===== src/design/nvs_cfg.svh =====
// Timing counts, sequence addresses and widths for the nvSRAM host controller
`ifndef NVS_CFG_SVH
`define NVS_CFG_SVH
`define NVS_ADDR_W 13
`define NVS_DATA_W 8
`define NVS_CLK_NS 10
`define NVS_SEQ_A0 13'h0000
`define NVS_SEQ_A1 13'h1555
`define NVS_SEQ_A2 13'h0aaa
`define NVS_SEQ_A3 13'h1fff
`define NVS_SEQ_A4 13'h10f0
`define NVS_SEQ_STORE 13'h0f0f
`define NVS_SEQ_RECALL 13'h0f0e
// Access phase lengths in ns (slowest speed grade)
`define NVS_T_SETUP_NS 10
`define NVS_T_PULSE_NS 60
`define NVS_T_GAP_NS 20
`define NVS_CYC_SETUP ((`NVS_T_SETUP_NS + `NVS_CLK_NS - 1) / `NVS_CLK_NS)
`define NVS_CYC_PULSE ((`NVS_T_PULSE_NS + `NVS_CLK_NS - 1) / `NVS_CLK_NS)
`define NVS_CYC_GAP ((`NVS_T_GAP_NS + `NVS_CLK_NS - 1) / `NVS_CLK_NS)
// Busy times in us: store, software recall, power-up recall
`define NVS_T_STORE_US 10000
`define NVS_T_RECALL_US 20
`define NVS_T_RESTORE_US 550
`define NVS_CYC_STORE (`NVS_T_STORE_US * 1000 / `NVS_CLK_NS)
`define NVS_CYC_RECALL (`NVS_T_RECALL_US * 1000 / `NVS_CLK_NS)
`define NVS_CYC_RESTORE (`NVS_T_RESTORE_US * 1000 / `NVS_CLK_NS)
`define NVS_CNT_W 20
`endif


===== src/design/nvs_pkg.sv =====
// Types for the nvSRAM host controller
`include "nvs_cfg.svh"
package nvs_pkg;
  typedef enum logic [1:0] {NVS_OP_READ, NVS_OP_WRITE, NVS_OP_STORE, NVS_OP_RECALL} nvs_op_t;
  typedef struct packed {
    nvs_op_t op;
    logic [`NVS_ADDR_W-1:0] addr;
    logic [`NVS_DATA_W-1:0] wdata;
  } nvs_req_t;
  typedef struct packed {
    logic chip_sel_n;
    logic write_n;
    logic out_en_n;
    logic [`NVS_ADDR_W-1:0] addr;
  } nvs_pins_t;
endpackage


===== src/design/nvs_host.sv =====
// Host-side controller that drives the nvSRAM pins and issues store/recall sequences
`include "nvs_cfg.svh"
// Contract
// Write strobe high on reads, low on writes
// Write strobe low before select: no data driven
// Six reads ending 0f0f start store
// Six reads ending 0f0e start recall
// All six in order, write strobe high
// Each step is a select-controlled read
// Power-up recall done within 550 us
// Stray access aborts the initiation sequence
// After store, no access until it ends
// After completion, sequence restarts at first
module nvs_host
  import nvs_pkg::*;
#(
  parameter int STORE_CYC = `NVS_CYC_STORE,
  parameter int RECALL_CYC = `NVS_CYC_RECALL,
  parameter int RESTORE_CYC = `NVS_CYC_RESTORE
) (
  input wire logic clk_sys,
  input wire logic reset_n,
  input wire logic req_valid,
  input wire nvs_req_t req,
  output logic req_ready,
  output logic [`NVS_DATA_W-1:0] rsp_rdata,
  output logic rsp_valid,
  output nvs_pins_t pins,
  output logic [`NVS_DATA_W-1:0] dq_out,
  output logic dq_oe_n,
  input wire logic [`NVS_DATA_W-1:0] dq_in
);

  typedef enum logic [2:0] {S_BOOT, S_IDLE, S_SETUP, S_PULSE, S_GAP, S_BUSY} nvs_state_t;

  nvs_state_t state_reg;
  nvs_op_t op_reg;
  logic [`NVS_CNT_W-1:0] cnt_reg;
  logic [2:0] step_reg;
  logic [`NVS_ADDR_W-1:0] addr_reg;
  logic [`NVS_DATA_W-1:0] wdata_reg;
  logic [`NVS_ADDR_W-1:0] seq_addr;
  logic seq_op;
  logic seq_last;

  assign seq_op = (op_reg == NVS_OP_STORE) || (op_reg == NVS_OP_RECALL);
  assign seq_last = seq_op && (step_reg == 3'h5);

  // Address for the current sequence step
  always_comb begin
    unique case (step_reg)
      3'h0: seq_addr = `NVS_SEQ_A0;
      3'h1: seq_addr = `NVS_SEQ_A1;
      3'h2: seq_addr = `NVS_SEQ_A2;
      3'h3: seq_addr = `NVS_SEQ_A3;
      3'h4: seq_addr = `NVS_SEQ_A4;
      default: seq_addr = (op_reg == NVS_OP_STORE) ? `NVS_SEQ_STORE : `NVS_SEQ_RECALL;
    endcase
  end

  // Main sequencer; sequence is one indivisible op so no foreign access can interleave
  always_ff @(posedge clk_sys) begin
    if (!reset_n) begin
      state_reg <= S_BOOT;
      cnt_reg <= `NVS_CNT_W'(RESTORE_CYC - 1);
      op_reg <= NVS_OP_READ;
      step_reg <= 3'h0;
      addr_reg <= '0;
      wdata_reg <= '0;
    end else begin
      unique case (state_reg)
        S_BOOT: begin
          // Wait out power-up recall before first access
          if (cnt_reg == '0) state_reg <= S_IDLE;
          else cnt_reg <= cnt_reg - 1'b1;
        end
        S_IDLE: begin
          if (req_valid) begin
            op_reg <= req.op;
            addr_reg <= req.addr;
            wdata_reg <= req.wdata;
            step_reg <= 3'h0;
            cnt_reg <= `NVS_CNT_W'(`NVS_CYC_SETUP - 1);
            state_reg <= S_SETUP;
          end
        end
        S_SETUP: begin
          if (cnt_reg == '0) begin
            cnt_reg <= `NVS_CNT_W'(`NVS_CYC_PULSE - 1);
            state_reg <= S_PULSE;
          end else cnt_reg <= cnt_reg - 1'b1;
        end
        S_PULSE: begin
          if (cnt_reg == '0) begin
            cnt_reg <= `NVS_CNT_W'(`NVS_CYC_GAP - 1);
            state_reg <= S_GAP;
          end else cnt_reg <= cnt_reg - 1'b1;
        end
        S_GAP: begin
          if (cnt_reg != '0) cnt_reg <= cnt_reg - 1'b1;
          else if (seq_op && !seq_last) begin
            // Next step back to back, one select pulse each
            step_reg <= step_reg + 3'h1;
            cnt_reg <= `NVS_CNT_W'(`NVS_CYC_SETUP - 1);
            state_reg <= S_SETUP;
          end else if (seq_last) begin
            cnt_reg <= (op_reg == NVS_OP_STORE) ? `NVS_CNT_W'(STORE_CYC - 1) : `NVS_CNT_W'(RECALL_CYC - 1);
            state_reg <= S_BUSY;
          end else state_reg <= S_IDLE;
        end
        S_BUSY: begin
          // Chip is deaf during store/recall; hold everything off
          if (cnt_reg == '0) begin
            step_reg <= 3'h0;
            state_reg <= S_IDLE;
          end else cnt_reg <= cnt_reg - 1'b1;
        end
        default: state_reg <= S_IDLE;
      endcase
    end
  end

  // Pin drive: address and strobes registered; write strobe set before select falls
  always_ff @(posedge clk_sys) begin
    if (!reset_n) begin
      pins <= '{chip_sel_n: 1'b1, write_n: 1'b1, out_en_n: 1'b1, addr: '0};
      dq_out <= '0;
      dq_oe_n <= 1'b1;
    end else begin
      pins.addr <= seq_op ? seq_addr : addr_reg;
      pins.chip_sel_n <= !(state_reg == S_PULSE && cnt_reg != '0);
      // Strobe level fixed for the whole access
      pins.write_n <= !((state_reg == S_SETUP || state_reg == S_PULSE) && op_reg == NVS_OP_WRITE);
      pins.out_en_n <= !(state_reg == S_PULSE && op_reg == NVS_OP_READ);
      dq_out <= wdata_reg;
      dq_oe_n <= !((state_reg == S_SETUP || state_reg == S_PULSE) && op_reg == NVS_OP_WRITE);
    end
  end

  // Read data captured at end of select pulse
  always_ff @(posedge clk_sys) begin
    if (!reset_n) begin
      rsp_rdata <= '0;
      rsp_valid <= 1'b0;
      req_ready <= 1'b0;
    end else begin
      rsp_valid <= 1'b0;
      if (state_reg == S_PULSE && cnt_reg == 20'h00001 && op_reg == NVS_OP_READ) begin
        rsp_rdata <= dq_in;
        rsp_valid <= 1'b1;
      end
      req_ready <= (state_reg == S_IDLE) && !req_valid;
    end
  end

  // Cycles since reset, saturating; checks the power-up wait without trusting cnt_reg
  logic [`NVS_CNT_W-1:0] boot_age_reg;
  always_ff @(posedge clk_sys) begin
    if (!reset_n) boot_age_reg <= '0;
    else if (boot_age_reg != `NVS_CNT_W'(RESTORE_CYC)) boot_age_reg <= boot_age_reg + 1'b1;
  end

  // Checks
  property p_write_idle_on_read;
    @(posedge clk_sys) disable iff (!reset_n) (op_reg != NVS_OP_WRITE && state_reg != S_IDLE) |=> pins.write_n;
  endproperty
  a_write_idle_on_read: assert property (p_write_idle_on_read) else $error("write strobe low on non-write");
  property p_no_drive_on_read;
    @(posedge clk_sys) disable iff (!reset_n) !pins.out_en_n |-> dq_oe_n && pins.write_n;
  endproperty
  a_no_drive_on_read: assert property (p_no_drive_on_read) else $error("bus contention on read");
  property p_seq_last_addr;
    @(posedge clk_sys) disable iff (!reset_n)
      (seq_last && state_reg == S_PULSE && op_reg == NVS_OP_STORE) |=> pins.addr == `NVS_SEQ_STORE;
  endproperty
  a_seq_last_addr: assert property (p_seq_last_addr) else $error("store address wrong");
  property p_recall_addr;
    @(posedge clk_sys) disable iff (!reset_n)
      (seq_last && state_reg == S_PULSE && op_reg == NVS_OP_RECALL) |=> pins.addr == `NVS_SEQ_RECALL;
  endproperty
  a_recall_addr: assert property (p_recall_addr) else $error("recall address wrong");
  property p_seq_no_write;
    @(posedge clk_sys) disable iff (!reset_n) (seq_op && state_reg != S_IDLE) |=> pins.write_n;
  endproperty
  a_seq_no_write: assert property (p_seq_no_write) else $error("write during sequence");
  property p_sel_pulse;
    @(posedge clk_sys) disable iff (!reset_n) $fell(pins.chip_sel_n) |-> $past(state_reg) == S_PULSE;
  endproperty
  a_sel_pulse: assert property (p_sel_pulse) else $error("select outside pulse");
  property p_boot_hold;
    @(posedge clk_sys) disable iff (!reset_n) state_reg == S_BOOT |-> pins.chip_sel_n && !req_ready;
  endproperty
  a_boot_hold: assert property (p_boot_hold) else $error("access during power-up recall");
  property p_busy_quiet;
    @(posedge clk_sys) disable iff (!reset_n) state_reg == S_BUSY |=> pins.chip_sel_n && !rsp_valid;
  endproperty
  a_busy_quiet: assert property (p_busy_quiet) else $error("access during store");
  property p_busy_exit;
    @(posedge clk_sys) disable iff (!reset_n) (state_reg == S_BUSY && cnt_reg == '0) |=> step_reg == 3'h0;
  endproperty
  a_busy_exit: assert property (p_busy_exit) else $error("step not reset");
  property p_step_order;
    @(posedge clk_sys) disable iff (!reset_n) (state_reg == S_SETUP && $past(state_reg) == S_GAP) |-> seq_op;
  endproperty
  a_step_order: assert property (p_step_order) else $error("stray step");
  property p_boot_wait;
    @(posedge clk_sys) disable iff (!reset_n) !pins.chip_sel_n |-> boot_age_reg == `NVS_CNT_W'(RESTORE_CYC);
  endproperty
  a_boot_wait: assert property (p_boot_wait) else $error("select before power-up recall done");
  // Address must not move while select is low, or the step is lost
  property p_sel_addr_stable;
    @(posedge clk_sys) disable iff (!reset_n) (!pins.chip_sel_n && !$past(pins.chip_sel_n)) |-> $stable(pins.addr);
  endproperty
  a_sel_addr_stable: assert property (p_sel_addr_stable) else $error("address moved under select");
  property p_seq_no_drive;
    @(posedge clk_sys) disable iff (!reset_n) (seq_op && state_reg != S_IDLE) |=> dq_oe_n;
  endproperty
  a_seq_no_drive: assert property (p_seq_no_drive) else $error("data driven during sequence");
  c_boot_done: cover property (@(posedge clk_sys) state_reg == S_BOOT && cnt_reg == '0);
  c_store: cover property (@(posedge clk_sys) state_reg == S_BUSY && op_reg == NVS_OP_STORE);
  c_recall: cover property (@(posedge clk_sys) state_reg == S_BUSY && op_reg == NVS_OP_RECALL);
  c_read: cover property (@(posedge clk_sys) rsp_valid);
  c_write: cover property (@(posedge clk_sys) !pins.write_n && !pins.chip_sel_n);
endmodule


===== config.mk =====
export PLATFORM = sky130hd
export DESIGN_NAME = nvs_host
export DESIGN_NICKNAME = d
export VERILOG_FILES = /design/src/design/nvs_pkg.sv /design/src/design/nvs_host.sv
export VERILOG_INCLUDE_DIRS = /design/src /design/src/design
export SDC_FILE = /design/constraint.sdc
export NUM_CORES = 1
export LEC_CHECK = 0
export ABC_CLOCK_PERIOD_IN_PS = 2460
export BUFFER_PORTS_ARGS = -buffer_cell sky130_fd_sc_hd__buf_2
export CAP_MARGIN = 25
export CORE_MARGIN = 3
export CORE_UTILIZATION = 56
export CTS_CLUSTER_DIAMETER = 80
export DETAILED_ROUTE_END_ITERATION = 7
export GPL_TIMING_DRIVEN = 0
export HOLD_SLACK_MARGIN = 0.08
export PLACE_DENSITY = 0.87
export SLEW_MARGIN = 25
export SYNTH_ARGS = -nofsm -noshare
export SYNTH_HDL_FRONTEND = slang
export SYNTH_SLANG_ARGS = --single-unit

===== constraint.sdc =====
create_clock -name clk_sys -period 2.46 [get_ports clk_sys]
set_input_delay 0.738 -clock clk_sys [delete_from_list [all_inputs] [get_ports clk_sys]]
set_output_delay 0.738 -clock clk_sys [all_outputs]
set_load 0.02 [all_outputs]

==> run metrics <==
outcome finished clean; vias post-DR 4008; WL met2 4970 µm; top cells by area, synth dfxtp_1, a21oi_1, nand2_1; M1 wire length 4730 µm; Main synth FF type dfxtp_1; WHS 0.456 ns; met3 WL post-DR 927 µm; CTS Buffer Depth 2; Layout fillers 591; die area 0.00815 mm²; clk sinks 83; leakage 0.00183 µW; clk_lat worst skew 0.37 ns; Clk Tree Root Cell clkbuf_8; Synth Register Bits 83; initial antenna violation count 0; total nets after synthesis 531; Placeable Area 0.00683 mm²; Layout Nets 613; DRT Pass-1 Iters 5; synthesized area 0.00398 mm²; sequential fraction of the synthesis area 41.8%; Largest register FFs 20; PwrDens 517 mW/mm²; cts bufs inserted 9; Reg2Reg Setup Slack 0.08 ns; RR Endpoint cnt_reg[10]; Yosys warnings 0; Final Non-Filler Cells 672; Sequential Area 0.00166 mm²; GRT Total Usage 26.5%; Peak Freq 421 MHz; clk_skew 0.0112 ns; RSZ-0062 raised after global routing false; share of cells above drive strength 1 20.0%; dominant cell type by area after synthesis dfxtp_1; WHS Endpoint wdata_reg[2]; row cnt 30; Hold Path Depth 2; grt total ovfl 0; routed vias/inst 5.96; final setup violation count 0; Period minus WS final 2.38 ns; Worst Path Arrival 2.63 ns; Final Hold Fails 0; DP Wirelength 7760 µm; Post-CTS Hold Fix Bufs 0; Inst Count DP 653; final worst-path cycle share 96.6%; routed wire length per instance 16.3 µm; starting DRC count in detailed routing 321; largest net degree at the start of global routing 18; I/O pin cnt 69; relative slew slack 46.4%; synth-to-layout area growth 18.1%; Slew Limit Fails 0; hold wc startpoint wdata_reg[2]; ANT cells 0; Worst R2R Path Depth 9; Worst Max-Slew Pin Slew 0.797 ns; Hold Path Class register to register; crit path kind register to register; gpl congestion 0.924; Remaining DRCs 0; IO buf count 68; Final Util 68.7%; Die X 90.3 µm; routed wire length 11000 µm; Post-synth EDFFs 0; post-synth cell types 60; top-count cell post-synth dfxtp_1; Crit. End Element register; Syn Area/Cell 8.13 µm²; Async SR Flop Fraction 0%; Setup TNS Final 0 ns; vias in the first global route 3765; Starting Density 58.2%; RR Startpoint cnt_reg[7]; CP startpoint kind register; CTS H-tree lvls 3; first-pass GRT wire length 17700 µm; CTS tree done; Worst Path Max Fanout 10; top sig layer met4; area of the multi-input gates 0.00217 mm²; Synth top cells by count dfxtp_1, nand2_1, a21oi_1, nor2_1, o21ai_0; overall power 2430 µW; Worst EP required 2.71 ns; Yosys top cell area share 41.8%; ANT nets after route 0; Mapped Cells 489; die height 90.3 µm; Worst-path clk slew 0.10 ns; maximum VDD drop 0.365 mV; max cap viols 0
==> worst max-delay path: stages (launching register included) <==
cell and delay (ns):
dfxtp_1 0.49, nor4_4 0.06, buf_4 0.17, and4_1 0.16, buf_6 0.14, a311oi_4 0.37, or3_1 0.17, clkbuf_2 0.24
o21ai_0 0.12, a221o_1 0.34
==> cell usage in the layout, fill, tap and decap left out, drive strengths merged, types with 6 or more instances in the layout <==
cell	count
dfxtp	83
buf	77
nand2	71
a21oi	58
nor2	38
clkbuf	34
o21ai	28
nand3	18
nor3	16
inv	16
nand2b	15
mux2i	9
nor4	9
and2	8
ha	8
nand4	8
o31ai	8
or3	6
==> routing by layer <==
| metal | global-route usage (%) | vias to the layer above |
|---|---|---|
| met5 | 0 | - |
| met4 | 12.5 | 0 |
| met2 | 40.9 | 209 |
| met3 | 6.67 | 33 |
| met1 | 34.8 | 1864 |
| li1 | - | 1902 |
==> what timing repair did <==
| action | CTS | global route |
|---|---|---|
| endpoints found under the setup margin | 19 | 36 |
| gates resized for setup | 3 | 5 |
| pin swaps | 1 | 1 |
| setup buffers | 3 | 0 |
==> worst max path at each step <==
stage,start,end,depth (start not counted)
2_1_floorplan,cnt_reg[0],cnt_reg[10],9
3_3_place_gp,cnt_reg[7],step_reg[2],6
3_5_place_dp,cnt_reg[7],step_reg[2],6
4_1_cts,cnt_reg[0],cnt_reg[10],9
5_1_grt,cnt_reg[8],cnt_reg[10],9
6_report,cnt_reg[7],cnt_reg[10],9
==> power breakdown <==
group / internal (µW) / total (µW) / switching (µW) / leakage (µW)
clock network: 393 / 966 / 573 / 0.0000915
registers: 1350 / 1360 / 8.16 / 0.000669
logic: 42.5 / 104 / 61.7 / 0.00107
total: 1780 / 2430 / 643 / 0.00183
==> metrics by stage <==
| step | area, µm² | setup slack [ns] |
|---|---|---|
| floorplan | 3980 | 0.314 |
| global placement | 4440 | -0.0387 |
| detailed placement | 4440 | -0.0962 |
| CTS | 4670 | 0.00149 |
| global route | 4690 | 0.00685 |
| finish | 4690 | 0.0848 |
==> cells by family (layout without fill, tap and decap cells) <==
| logic type | after synthesis | count (layout) | synth area share, % |
|---|---|---|---|
| xor gates and xnor gates | 7 | 7 | 1.54 |
| and+or+nand+nor | 202 | 202 | 25.5 |
| DFF | 83 | 83 | 41.8 |
| buffers and inverters | 43 | 130 | 4.66 |
| muxes | 9 | 9 | 2.27 |
| adders and majority gates | 8 | 8 | 2.52 |
| AOI/OAI and AO/OA | 137 | 137 | 21.7 |
==> area by class of cell <==
class	instances	share of cell area [%]
Timing Repair Buffer	71	7.73
Sequential cell	83	35.4
Clock inverter	7	1.47
Tap cell	96	2.56
Inverter	12	0.959
Buffer	31	2.99
Multi-Input combinational cell	363	46.2
Clock buffer	9	2.64
Power figures use the tool's default switching activity.
